**config.mk**
```make
export PLATFORM = sky130hd
export DESIGN_NAME = sff_serial_format
export DESIGN_NICKNAME = d
export VERILOG_FILES = /design/src/rtl/sff_pkg.sv /design/src/rtl/sff_serial_format.sv
export SDC_FILE = /design/constraint.sdc
export NUM_CORES = 1
export LEC_CHECK = 0
export BUFFER_PORTS_ARGS = -buffer_cell sky130_fd_sc_hd__buf_2
export CORE_ASPECT_RATIO = 0.7
export CORE_MARGIN = 10
export CORE_UTILIZATION = 54
export DETAILED_ROUTE_END_ITERATION = 16
export PLACE_DENSITY = 0.81
export SETUP_SLACK_MARGIN = 0.02
export SYNTH_ARGS = -nofsm -noshare
export SYNTH_HDL_FRONTEND = slang
export SYNTH_SLANG_ARGS = --single-unit
```
**constraint.sdc**
```tcl
create_clock -name clk -period 3.9 [get_ports clk]
set_clock_uncertainty 0.05 [all_clocks]
set_input_delay 0.78 -clock clk [delete_from_list [all_inputs] [get_ports clk]]
set_output_delay 0.78 -clock clk [all_outputs]
set_load 0.005 [all_outputs]
```
**src/rtl/sff_pkg.sv**
```systemverilog
`default_nettype none
package sff_pkg;
    // ------------------------------------------------------------------
    // register byte addresses
    // ------------------------------------------------------------------
    localparam logic [7:0] ADDR_MODE = 8'h00;
    localparam logic [7:0] ADDR_CTRL = 8'h04;
    localparam logic [7:0] ADDR_DIV = 8'h08;
    localparam logic [7:0] ADDR_TXDATA = 8'h0c;
    localparam logic [7:0] ADDR_RXDATA = 8'h10;
    localparam logic [7:0] ADDR_IRQ_ST = 8'h14;
    localparam logic [7:0] ADDR_IRQ_MSK = 8'h18;
    localparam logic [7:0] ADDR_STATUS = 8'h1c;

    // ------------------------------------------------------------------
    // serial_format_mode field positions
    // ------------------------------------------------------------------
    localparam int MODE_SYNC_BIT = 7;
    localparam int MODE_CHR_BIT = 6;
    localparam int MODE_PE_BIT = 5;
    localparam int MODE_ODD_BIT = 4;
    localparam int MODE_STOP_BIT = 3;
    localparam int MODE_MP_BIT = 2;
    localparam int MODE_CKS_HI = 1;
    localparam int MODE_CKS_LO = 0;

    // ------------------------------------------------------------------
    // control, status and interrupt field positions
    // ------------------------------------------------------------------
    localparam int CTRL_TX_EN = 0;
    localparam int CTRL_RX_EN = 1;
    localparam int CTRL_MPB = 2;
    localparam int STAT_TX_BUSY = 0;
    localparam int STAT_RX_BUSY = 1;
    localparam int IRQ_TX_DONE = 0;
    localparam int IRQ_RX_FULL = 1;
    localparam int IRQ_PAR_ERR = 2;
    localparam int IRQ_FRM_ERR = 3;

    // ------------------------------------------------------------------
    // reset values and bus answers
    // ------------------------------------------------------------------
    localparam logic [7:0] MODE_RST = 8'h00;
    localparam logic [7:0] CTRL_RST = 8'h00;
    localparam logic [7:0] CTRL_MASK = 8'h07;
    localparam logic [7:0] DIV_RST = 8'hff;
    localparam logic [3:0] IRQ_RST = 4'h0;
    localparam logic [1:0] RESP_OKAY = 2'h0;
    localparam logic [1:0] RESP_SLVERR = 2'h2;
endpackage
`default_nettype wire

```
**src/rtl/sff_serial_format.sv**
```systemverilog
`timescale 1ns/100ps
`default_nettype none
module sff_serial_format (
    input wire logic clk,
    input wire logic rstn,
    input wire logic [7:0] s_axi_awaddr,
    input wire logic s_axi_awvalid,
    output logic s_axi_awready,
    input wire logic [31:0] s_axi_wdata,
    input wire logic [3:0] s_axi_wstrb,
    input wire logic s_axi_wvalid,
    output logic s_axi_wready,
    output logic [1:0] s_axi_bresp,
    output logic s_axi_bvalid,
    input wire logic s_axi_bready,
    input wire logic [7:0] s_axi_araddr,
    input wire logic s_axi_arvalid,
    output logic s_axi_arready,
    output logic [31:0] s_axi_rdata,
    output logic [1:0] s_axi_rresp,
    output logic s_axi_rvalid,
    input wire logic s_axi_rready,
    input wire logic rxd,
    output logic txd,
    output logic sck,
    output logic irq
);
    // ------------------------------------------------------------------
    // state
    // ------------------------------------------------------------------
    typedef struct packed {
        logic [7:0] mode, ctrl, div;
        logic [3:0] irq_st, irq_msk;
        logic [8:0] rx_data;
        logic rxd_m, rxd_s, rxd_d, tx_act;
        logic [11:0] tx_fr;
        logic [3:0] tx_left;
        logic [14:0] tx_cnt;
        logic txd, sck, rx_act;
        logic [9:0] rx_sh;
        logic [3:0] rx_idx;
        logic [14:0] rx_cnt;
        logic aw_got, w_got;
        logic [7:0] awaddr, wdata;
        logic wstb, awready, wready, bvalid;
        logic [1:0] bresp;
        logic arready, rvalid;
        logic [8:0] rdata;
        logic [1:0] rresp;
        logic irq;
    } sff_state_t;
    sff_state_t s_ff, nxt_s;
    logic [1:0] rst_sync_ff;
    logic rst_n;

    // builds the whole frame so the shifter only ever moves one way
    function automatic logic [11:0] sff_frame(input logic [7:0] d,
        input logic async_m, input logic [3:0] dl, input logic has_x,
        input logic xb);
        logic [11:0] f;
        int p;
        f = 12'hfff;
        f[0] = !async_m; // start bit low
        p = int'(async_m);
        for (int i = 0; i < 8; i++)
            if (i < int'(dl))
                f[p + i] = d[i]; // lsb leaves first
        if (has_x)
            f[p + int'(dl)] = xb;
        return f; // upper ones are the stop bits
    endfunction
    // ------------------------------------------------------------------
    // reset release
    // ------------------------------------------------------------------
    // async assert, clocked release through two flops
    always_ff @(posedge clk or negedge rstn)
    begin
        if (!rstn)
            rst_sync_ff <= 2'h0;
        else
            rst_sync_ff <= {rst_sync_ff[0], 1'b1};
    end
    assign rst_n = rst_sync_ff[1];
    // ------------------------------------------------------------------
    // next state
    // ------------------------------------------------------------------
    always_comb
    begin
        logic sync_m, mp_e, pe_e, has_x, odd, tx_go, xbit, rerr;
        logic [3:0] dl, need, ev, clr;
        logic [7:0] dmask, rxd8;
        logic [14:0] blen, half;
        logic [8:0] rdat;
        nxt_s = s_ff;
        ev = 4'h0;
        clr = 4'h0;
        tx_go = 1'b0;
        rdat = 9'h000;
        rerr = 1'b0;
        // effective format; the overrides are resolved here once
        sync_m = s_ff.mode[sff_pkg::MODE_SYNC_BIT];
        mp_e = s_ff.mode[sff_pkg::MODE_MP_BIT] && !sync_m;
        // parity dropped under mp and in synchronous mode
        pe_e = s_ff.mode[sff_pkg::MODE_PE_BIT] && !mp_e && !sync_m;
        has_x = mp_e || pe_e;
        odd = s_ff.mode[sff_pkg::MODE_ODD_BIT];
        // seven bits only in start-stop mode
        dl = (!sync_m && s_ff.mode[sff_pkg::MODE_CHR_BIT]) ? 4'h7 : 4'h8;
        dmask = (dl == 4'h7) ? 8'h7f : 8'hff;
        need = dl + {3'h0, has_x} + 4'h1;
        // prescale folded into the bit length
        blen = (15'(s_ff.div) + 15'h0001)
            << {s_ff.mode[sff_pkg::MODE_CKS_HI:sff_pkg::MODE_CKS_LO], 1'b0};
        half = blen >> 1;
        rxd8 = s_ff.rx_sh[7:0] & dmask;
        xbit = s_ff.rx_sh[dl];

        // pin synchroniser; the second stage is sampled, the third only marks the falling edge
        nxt_s.rxd_m = rxd;
        nxt_s.rxd_s = s_ff.rxd_m;
        nxt_s.rxd_d = s_ff.rxd_s;

        // write channel: address and data taken in either order
        if (s_axi_awvalid && s_ff.awready)
        begin
            nxt_s.aw_got = 1'b1;
            nxt_s.awaddr = s_axi_awaddr;
        end
        if (s_axi_wvalid && s_ff.wready)
        begin
            nxt_s.w_got = 1'b1;
            nxt_s.wdata = s_axi_wdata[7:0];
            nxt_s.wstb = s_axi_wstrb[0];
        end
        if (s_ff.bvalid && s_axi_bready)
            nxt_s.bvalid = 1'b0;
        if (s_ff.aw_got && s_ff.w_got && !s_ff.bvalid)
        begin
            nxt_s.aw_got = 1'b0;
            nxt_s.w_got = 1'b0;
            nxt_s.bvalid = 1'b1;
            nxt_s.bresp = sff_pkg::RESP_OKAY;
            case (s_ff.awaddr)
                sff_pkg::ADDR_MODE:
                    if (s_ff.wstb)
                        nxt_s.mode = s_ff.wdata;
                sff_pkg::ADDR_CTRL:
                    if (s_ff.wstb)
                        nxt_s.ctrl = s_ff.wdata & sff_pkg::CTRL_MASK;
                sff_pkg::ADDR_DIV:
                    if (s_ff.wstb)
                        nxt_s.div = s_ff.wdata;
                sff_pkg::ADDR_TXDATA:
                    tx_go = s_ff.wstb;
                sff_pkg::ADDR_IRQ_ST:
                    if (s_ff.wstb)
                        clr = s_ff.wdata[3:0];
                sff_pkg::ADDR_IRQ_MSK:
                    if (s_ff.wstb)
                        nxt_s.irq_msk = s_ff.wdata[3:0];
                sff_pkg::ADDR_RXDATA, sff_pkg::ADDR_STATUS: ;
                default:
                    nxt_s.bresp = sff_pkg::RESP_SLVERR;
            endcase
        end
        nxt_s.awready = !nxt_s.aw_got && !nxt_s.bvalid;
        nxt_s.wready = !nxt_s.w_got && !nxt_s.bvalid;

        // read channel: one outstanding read, answered the next cycle
        case (s_axi_araddr)
            sff_pkg::ADDR_MODE: rdat = {1'b0, s_ff.mode};
            sff_pkg::ADDR_CTRL: rdat = {1'b0, s_ff.ctrl};
            sff_pkg::ADDR_DIV: rdat = {1'b0, s_ff.div};
            sff_pkg::ADDR_TXDATA: rdat = 9'h000;
            sff_pkg::ADDR_RXDATA: rdat = s_ff.rx_data;
            sff_pkg::ADDR_IRQ_ST: rdat = {5'h00, s_ff.irq_st};
            sff_pkg::ADDR_IRQ_MSK: rdat = {5'h00, s_ff.irq_msk};
            sff_pkg::ADDR_STATUS: rdat = {7'h00, s_ff.rx_act, s_ff.tx_act};
            default: rerr = 1'b1;
        endcase
        if (s_ff.rvalid && s_axi_rready)
            nxt_s.rvalid = 1'b0;
        if (s_axi_arvalid && s_ff.arready)
        begin
            nxt_s.rvalid = 1'b1;
            nxt_s.rdata = rdat;
            nxt_s.rresp = rerr ? sff_pkg::RESP_SLVERR : sff_pkg::RESP_OKAY;
        end
        nxt_s.arready = !nxt_s.rvalid;

        // transmitter; a write while busy is dropped, software polls busy
        if (s_ff.tx_act)
        begin
            // >= so a divisor change mid-frame cannot strand the counter
            if (s_ff.tx_cnt >= blen - 15'h0001)
            begin
                nxt_s.tx_cnt = 15'h0000;
                nxt_s.tx_fr = {1'b1, s_ff.tx_fr[11:1]};
                nxt_s.tx_left = s_ff.tx_left - 4'h1;
                if (s_ff.tx_left == 4'h1)
                begin
                    nxt_s.tx_act = 1'b0;
                    ev[sff_pkg::IRQ_TX_DONE] = 1'b1;
                end
            end
            else
                nxt_s.tx_cnt = s_ff.tx_cnt + 15'h0001;
        end
        else if (tx_go && s_ff.ctrl[sff_pkg::CTRL_TX_EN])
        begin
            nxt_s.tx_act = 1'b1;
            nxt_s.tx_cnt = 15'h0000;
            nxt_s.rx_idx = sync_m ? 4'h0 : s_ff.rx_idx;
            // even parity xors to zero, odd flips it
            nxt_s.tx_fr = sff_frame(s_ff.wdata & dmask, !sync_m, dl, has_x,
                mp_e ? s_ff.ctrl[sff_pkg::CTRL_MPB]
                     : (^(s_ff.wdata & dmask)) ^ odd);
            // start, data, extra bit, one or two stops
            nxt_s.tx_left = (sync_m ? 4'h0 : 4'h1) + dl + {3'h0, has_x}
                + (sync_m ? 4'h0
                   : (s_ff.mode[sff_pkg::MODE_STOP_BIT] ? 4'h2 : 4'h1));
        end
        nxt_s.txd = nxt_s.tx_act ? nxt_s.tx_fr[0] : 1'b1;
        // serial clock low in the first half of each bit, idles high
        nxt_s.sck = (sync_m && nxt_s.tx_act) ? (nxt_s.tx_cnt >= half) : 1'b1;

        // receiver
        if (sync_m)
        begin
            nxt_s.rx_act = 1'b0;
            // sample on the rising serial clock, eight bits, no parity
            if (s_ff.ctrl[sff_pkg::CTRL_RX_EN] && s_ff.tx_act && !s_ff.sck
                && nxt_s.sck)
            begin
                nxt_s.rx_sh[s_ff.rx_idx] = s_ff.rxd_s;
                if (s_ff.rx_idx == 4'h7)
                begin
                    nxt_s.rx_idx = 4'h0;
                    nxt_s.rx_data = {1'b0, nxt_s.rx_sh[7:0]};
                    ev[sff_pkg::IRQ_RX_FULL] = 1'b1;
                end
                else
                    nxt_s.rx_idx = s_ff.rx_idx + 4'h1;
            end
        end
        else if (!s_ff.rx_act)
        begin
            // falling edge while idle opens a character
            if (s_ff.ctrl[sff_pkg::CTRL_RX_EN] && s_ff.rxd_d && !s_ff.rxd_s)
            begin
                nxt_s.rx_act = 1'b1;
                nxt_s.rx_cnt = half;
                nxt_s.rx_idx = 4'h0;
            end
        end
        else if (s_ff.rx_cnt != 15'h0000)
            nxt_s.rx_cnt = s_ff.rx_cnt - 15'h0001;
        else
        begin
            nxt_s.rx_cnt = blen - 15'h0001;
            nxt_s.rx_idx = s_ff.rx_idx + 4'h1;
            if (s_ff.rx_idx == 4'h0)
            begin
                // start bit gone high at mid-bit: treat as a glitch
                if (s_ff.rxd_s)
                    nxt_s.rx_act = 1'b0;
            end
            else if (s_ff.rx_idx < need)
                nxt_s.rx_sh[s_ff.rx_idx - 4'h1] = s_ff.rxd_s;
            else
            begin
                // only this first stop bit is checked
                nxt_s.rx_act = 1'b0;
                nxt_s.rx_data = {mp_e ? xbit : 1'b0, rxd8};
                ev[sff_pkg::IRQ_RX_FULL] = 1'b1;
                ev[sff_pkg::IRQ_FRM_ERR] = !s_ff.rxd_s;
                ev[sff_pkg::IRQ_PAR_ERR] = pe_e
                    && (((^rxd8) ^ xbit) != odd);
            end
        end

        // sticky events; a set in the clearing cycle wins
        nxt_s.irq_st = (s_ff.irq_st & ~clr) | ev;
        nxt_s.irq = |(nxt_s.irq_st & nxt_s.irq_msk);
    end
    // ------------------------------------------------------------------
    // state register
    // ------------------------------------------------------------------
    always_ff @(posedge clk or negedge rst_n)
    begin
        if (!rst_n)
        begin
            s_ff <= '0;
            s_ff.mode <= sff_pkg::MODE_RST;
            s_ff.ctrl <= sff_pkg::CTRL_RST;
            s_ff.div <= sff_pkg::DIV_RST;
            s_ff.irq_msk <= sff_pkg::IRQ_RST;
            s_ff.rxd_m <= 1'b1;
            s_ff.rxd_s <= 1'b1;
            s_ff.rxd_d <= 1'b1;
            s_ff.txd <= 1'b1;
            s_ff.sck <= 1'b1;
            s_ff.tx_fr <= 12'hfff;
        end
        else
            s_ff <= nxt_s;
    end

    // outputs straight from the state register
    assign s_axi_awready = s_ff.awready;
    assign s_axi_wready = s_ff.wready;
    assign s_axi_bvalid = s_ff.bvalid;
    assign s_axi_bresp = s_ff.bresp;
    assign s_axi_arready = s_ff.arready;
    assign s_axi_rvalid = s_ff.rvalid;
    assign s_axi_rdata = {23'h000000, s_ff.rdata};
    assign s_axi_rresp = s_ff.rresp;
    assign txd = s_ff.txd;
    assign sck = s_ff.sck;
    assign irq = s_ff.irq;
endmodule
`default_nettype wire

```
==> impl_metrics.env <==
export IMPL_status="complete, but fails checks"
export IMPL_failed_checks="setup timing"
export IMPL_fin_crit_sh=1.59
export IMPL_worstSetupStartpointType="flip-flop"
export IMPL_core_area_um2=17200
export IMPL_port_buffers=51
export IMPL_clkTransAtPathRegs_ps=70
export IMPL_drt_iter0_markers=1415
export IMPL_grt_pass1_wl_um=48000
export IMPL_syn2layout_area_growth_pct=28.3
export IMPL_antenna_cells=0
export IMPL_end_kind="flip-flop"
export IMPL_die_x_um=178
export IMPL_fin_nets=1315
export IMPL_hold_path_class="in2async"
export IMPL_fmax_mhz=161
export IMPL_grt_pass1_vias=8909
export IMPL_cp_max_fo=6
export IMPL_vdd_drop_max_uv=461
export IMPL_slew_headroom=0.327
export IMPL_synth_cell_area_um2=9450
export IMPL_required_ps=4170
export IMPL_start_util=0.551
export IMPL_cts_sinks=140
export IMPL_cts_htree_levels=4
export IMPL_worst_path_largest_cell_delay_ps=590
export IMPL_reg2reg_depth=29
export IMPL_async_flop_share=1.00
export IMPL_r2r_slack_ps=-2300
export IMPL_holdBufCountCts=0
export IMPL_finalInstanceArea_um2=12100
export IMPL_power_density_nw_per_um2=509
export IMPL_clock_latency_ps=440
export IMPL_tightest_slew_ps=1000
export IMPL_hold_viol=0
export IMPL_synthSimpleGateAreaFrac=0.171
export IMPL_dp_slack_ps=-2460
export IMPL_routabilityCongestion=0.976
export IMPL_place_hpwl_um=20200
export IMPL_r2r_start="s_ff[122]"
export IMPL_rr_endpoint="s_ff[107]"
export IMPL_vias=9229
export IMPL_clock_root_buffer="clkbuf_16"
export IMPL_ys_warn_count=0
export IMPL_rsz0062_at_grt="true"
export IMPL_maxSlewViolCount=0
export IMPL_antenna_found_initial=0
export IMPL_yosysSeqAreaShare=0.374
export IMPL_viasPerCell=6.36
export IMPL_muxShareOfSynthArea=0.111
export IMPL_crit_type="reg2reg"
export IMPL_drc_errors=0
export IMPL_die_area_um2=23300
export IMPL_grtUsageTotal=0.259
export IMPL_synth_xor_area_frac=0.0435
export IMPL_drtAntennaViolNets=0
export IMPL_drive_above_1_share=0.363
export IMPL_rows=40
export IMPL_total_power_uw=6180
export IMPL_drt_wl_total_um=31000
export IMPL_layout_setup_ws_ps=-2300
export IMPL_synth_edf_count=0
export IMPL_drv_cap=0
export IMPL_synth_top_family_by_area="simple AND/OR/NAND/NOR gates"
export IMPL_cp_slowest_cell="dfstp_2"
export IMPL_synth_compound_area_frac=0.170
export IMPL_globalRouteOverflowTotal=0
export IMPL_synth_fa_ha_area_frac=0.0638
export IMPL_cts_inserted_buffers=17
export IMPL_syn_area_per_cell_um2=9.13
export IMPL_synth_cells=1036
export IMPL_die_h_um=131
export IMPL_arrival_ps=6470
export IMPL_synthFlopType="dfrtp_1"
export IMPL_ioPinCount=104
export IMPL_wire_per_inst_um=21.4
export IMPL_dpl_cell_area_um2=10800
export IMPL_worstSetupStartpoint="s_ff[122]"
export IMPL_tns_ps=-75050
export IMPL_finalSetupViolCount=59
export IMPL_synth_cell_types=79
export IMPL_period_minus_slack_ps=6200
export IMPL_cts_max_path_buffers=2
export IMPL_power_leakage_uw=0.00556
export IMPL_cts_tree="done"
export IMPL_firstDrtPassIters=6
export IMPL_grt_max_degree=93
export IMPL_synth_seq_cells=140
-- power breakdown --
group	internal, µW	leakage, µW	switching, µW
Sequential	1640	0.00166	300
Combinational	1250	0.00361	1310
Clock	872	0.000298	808
-- layout by cell type, fill, tap and decap left out, types with 12 or more instances in the layout --
cell type  instances
nand2_1          115
buf_4            140
mux2_2            51
o21ai_1           24
nor2_1            60
nand3_1           19
xnor2_1           23
a21oi_2           14
nand4_1           18
dfstp_2           25
and3_1            14
o21ai_0           46
o21ai_2           12
xor2_1            16
nor3_1            15
mux2_4            12
buf_6             17
clkbuf_16         17
inv_1             32
dfrtp_1          114
buf_2             52
mux2i_1           24
a21oi_1           51
ha_1              40
a31oi_1           12
conb_1            26
-- kinds of logic after synthesis --
| family | after synthesis |
|---|---|
| multiplexers | 90 |
| flip-flops | 140 |
| other | 2 |
| buffers and inverters | 124 |
| AO/OA/AOI/OAI | 254 |
| adder cells (fa/ha/maj) | 47 |
| XOR/XNOR | 47 |
| AND/OR/NAND/NOR | 332 |
-- final cells by class --
class / instances / area [µm²]
Clock buffer: 17 / 425
Clock inverter: 15 / 191
Fill cell: 1132 / 5030
Inverter: 36 / 138
Multi-Input combinational cell: 797 / 5910
Sequential cell: 140 / 3540
Tap cell: 231 / 289
Timing Repair Buffer: 216 / 1640
-- cell usage after synthesis, drive strengths merged (9+ instances only) --
| master | n | area (µm²) |
|---|---|---|
| buf | 50 | 347 |
| ha | 45 | 563 |
| nand4 | 18 | 113 |
| xnor2 | 29 | 254 |
| nand3 | 22 | 110 |
| xor2 | 18 | 158 |
| nor2 | 67 | 254 |
| and3 | 15 | 93.8 |
| dfstp | 25 | 657 |
| a21oi | 66 | 330 |
| mux2 | 63 | 739 |
| o21ai | 83 | 415 |
| dfrtp | 115 | 2880 |
| inv | 36 | 135 |
| a31oi | 13 | 81.3 |
| a211oi | 9 | 72.6 |
| clkbuf | 38 | 144 |
| nor3 | 23 | 125 |
| nand2 | 122 | 458 |
| mux2i | 24 | 240 |
-- per-stage QoR --
stage                      util  hold slack, ps  std cells
final                     0.707            53.3       1452
after global routing      0.707            57.0       1452
after CTS                 0.693            57.4       1444
after detailed placement  0.626             287       1393
after global placement    0.626             284       1393
after floorplan               -             281       1060
-- how the worst max path moves through the flow --
stage	end	slack [ps]	cells after the start
CTS	s_ff[107]	-2160	26
finish	s_ff[107]	-2300	29
detailed placement	s_ff[108]	-2460	24
global placement	s_ff[108]	-2340	26
floorplan	s_ff[105]	-1960	28
global route	s_ff[58]	-2540	30
-- metal layers --
layer / track usage / vias up / part of all wire
li1: - / 4031 / -
met1: 0.352 / 4448 / 0.41
met2: 0.395 / 640 / 0.45
met3: 0.0708 / 110 / 0.11
met4: 0.0816 / 0 / 0.027
met5: 0 / - / 0
-- flip-flops by register name, summed over array words and instances (netlist names) --
register       count
irq                1
nxt_s              2
rst_sync_ff        2
s_axi_arready      1
s_axi_awready      1
s_axi_bresp        1
s_axi_bvalid       1
s_axi_rdata        9
s_axi_rresp        1
s_axi_rvalid       1
s_axi_wready       1
s_ff             117
sck                1
txd                1
-- worst max-delay path, delay by kind of cell, from the launching register on --
kind                       cells  cell delay, ps
adders and majority gates      3             690
and+or+nand+nor                6            1080
AOI/OAI and AO/OA             14            2560
buffers and inverters          3             430
DFF                            1             590
xor gates and xnor gates       2             340
muxes                          1             320
-- repair_timing --
item                       CTS  global route
setup endpoints to repair   59            59
cloned                       2             0
buffers inserted            19            12
pin swaps                   34            22
resized for setup           87            49
Note: power is estimated with default switching activity, not from simulation.
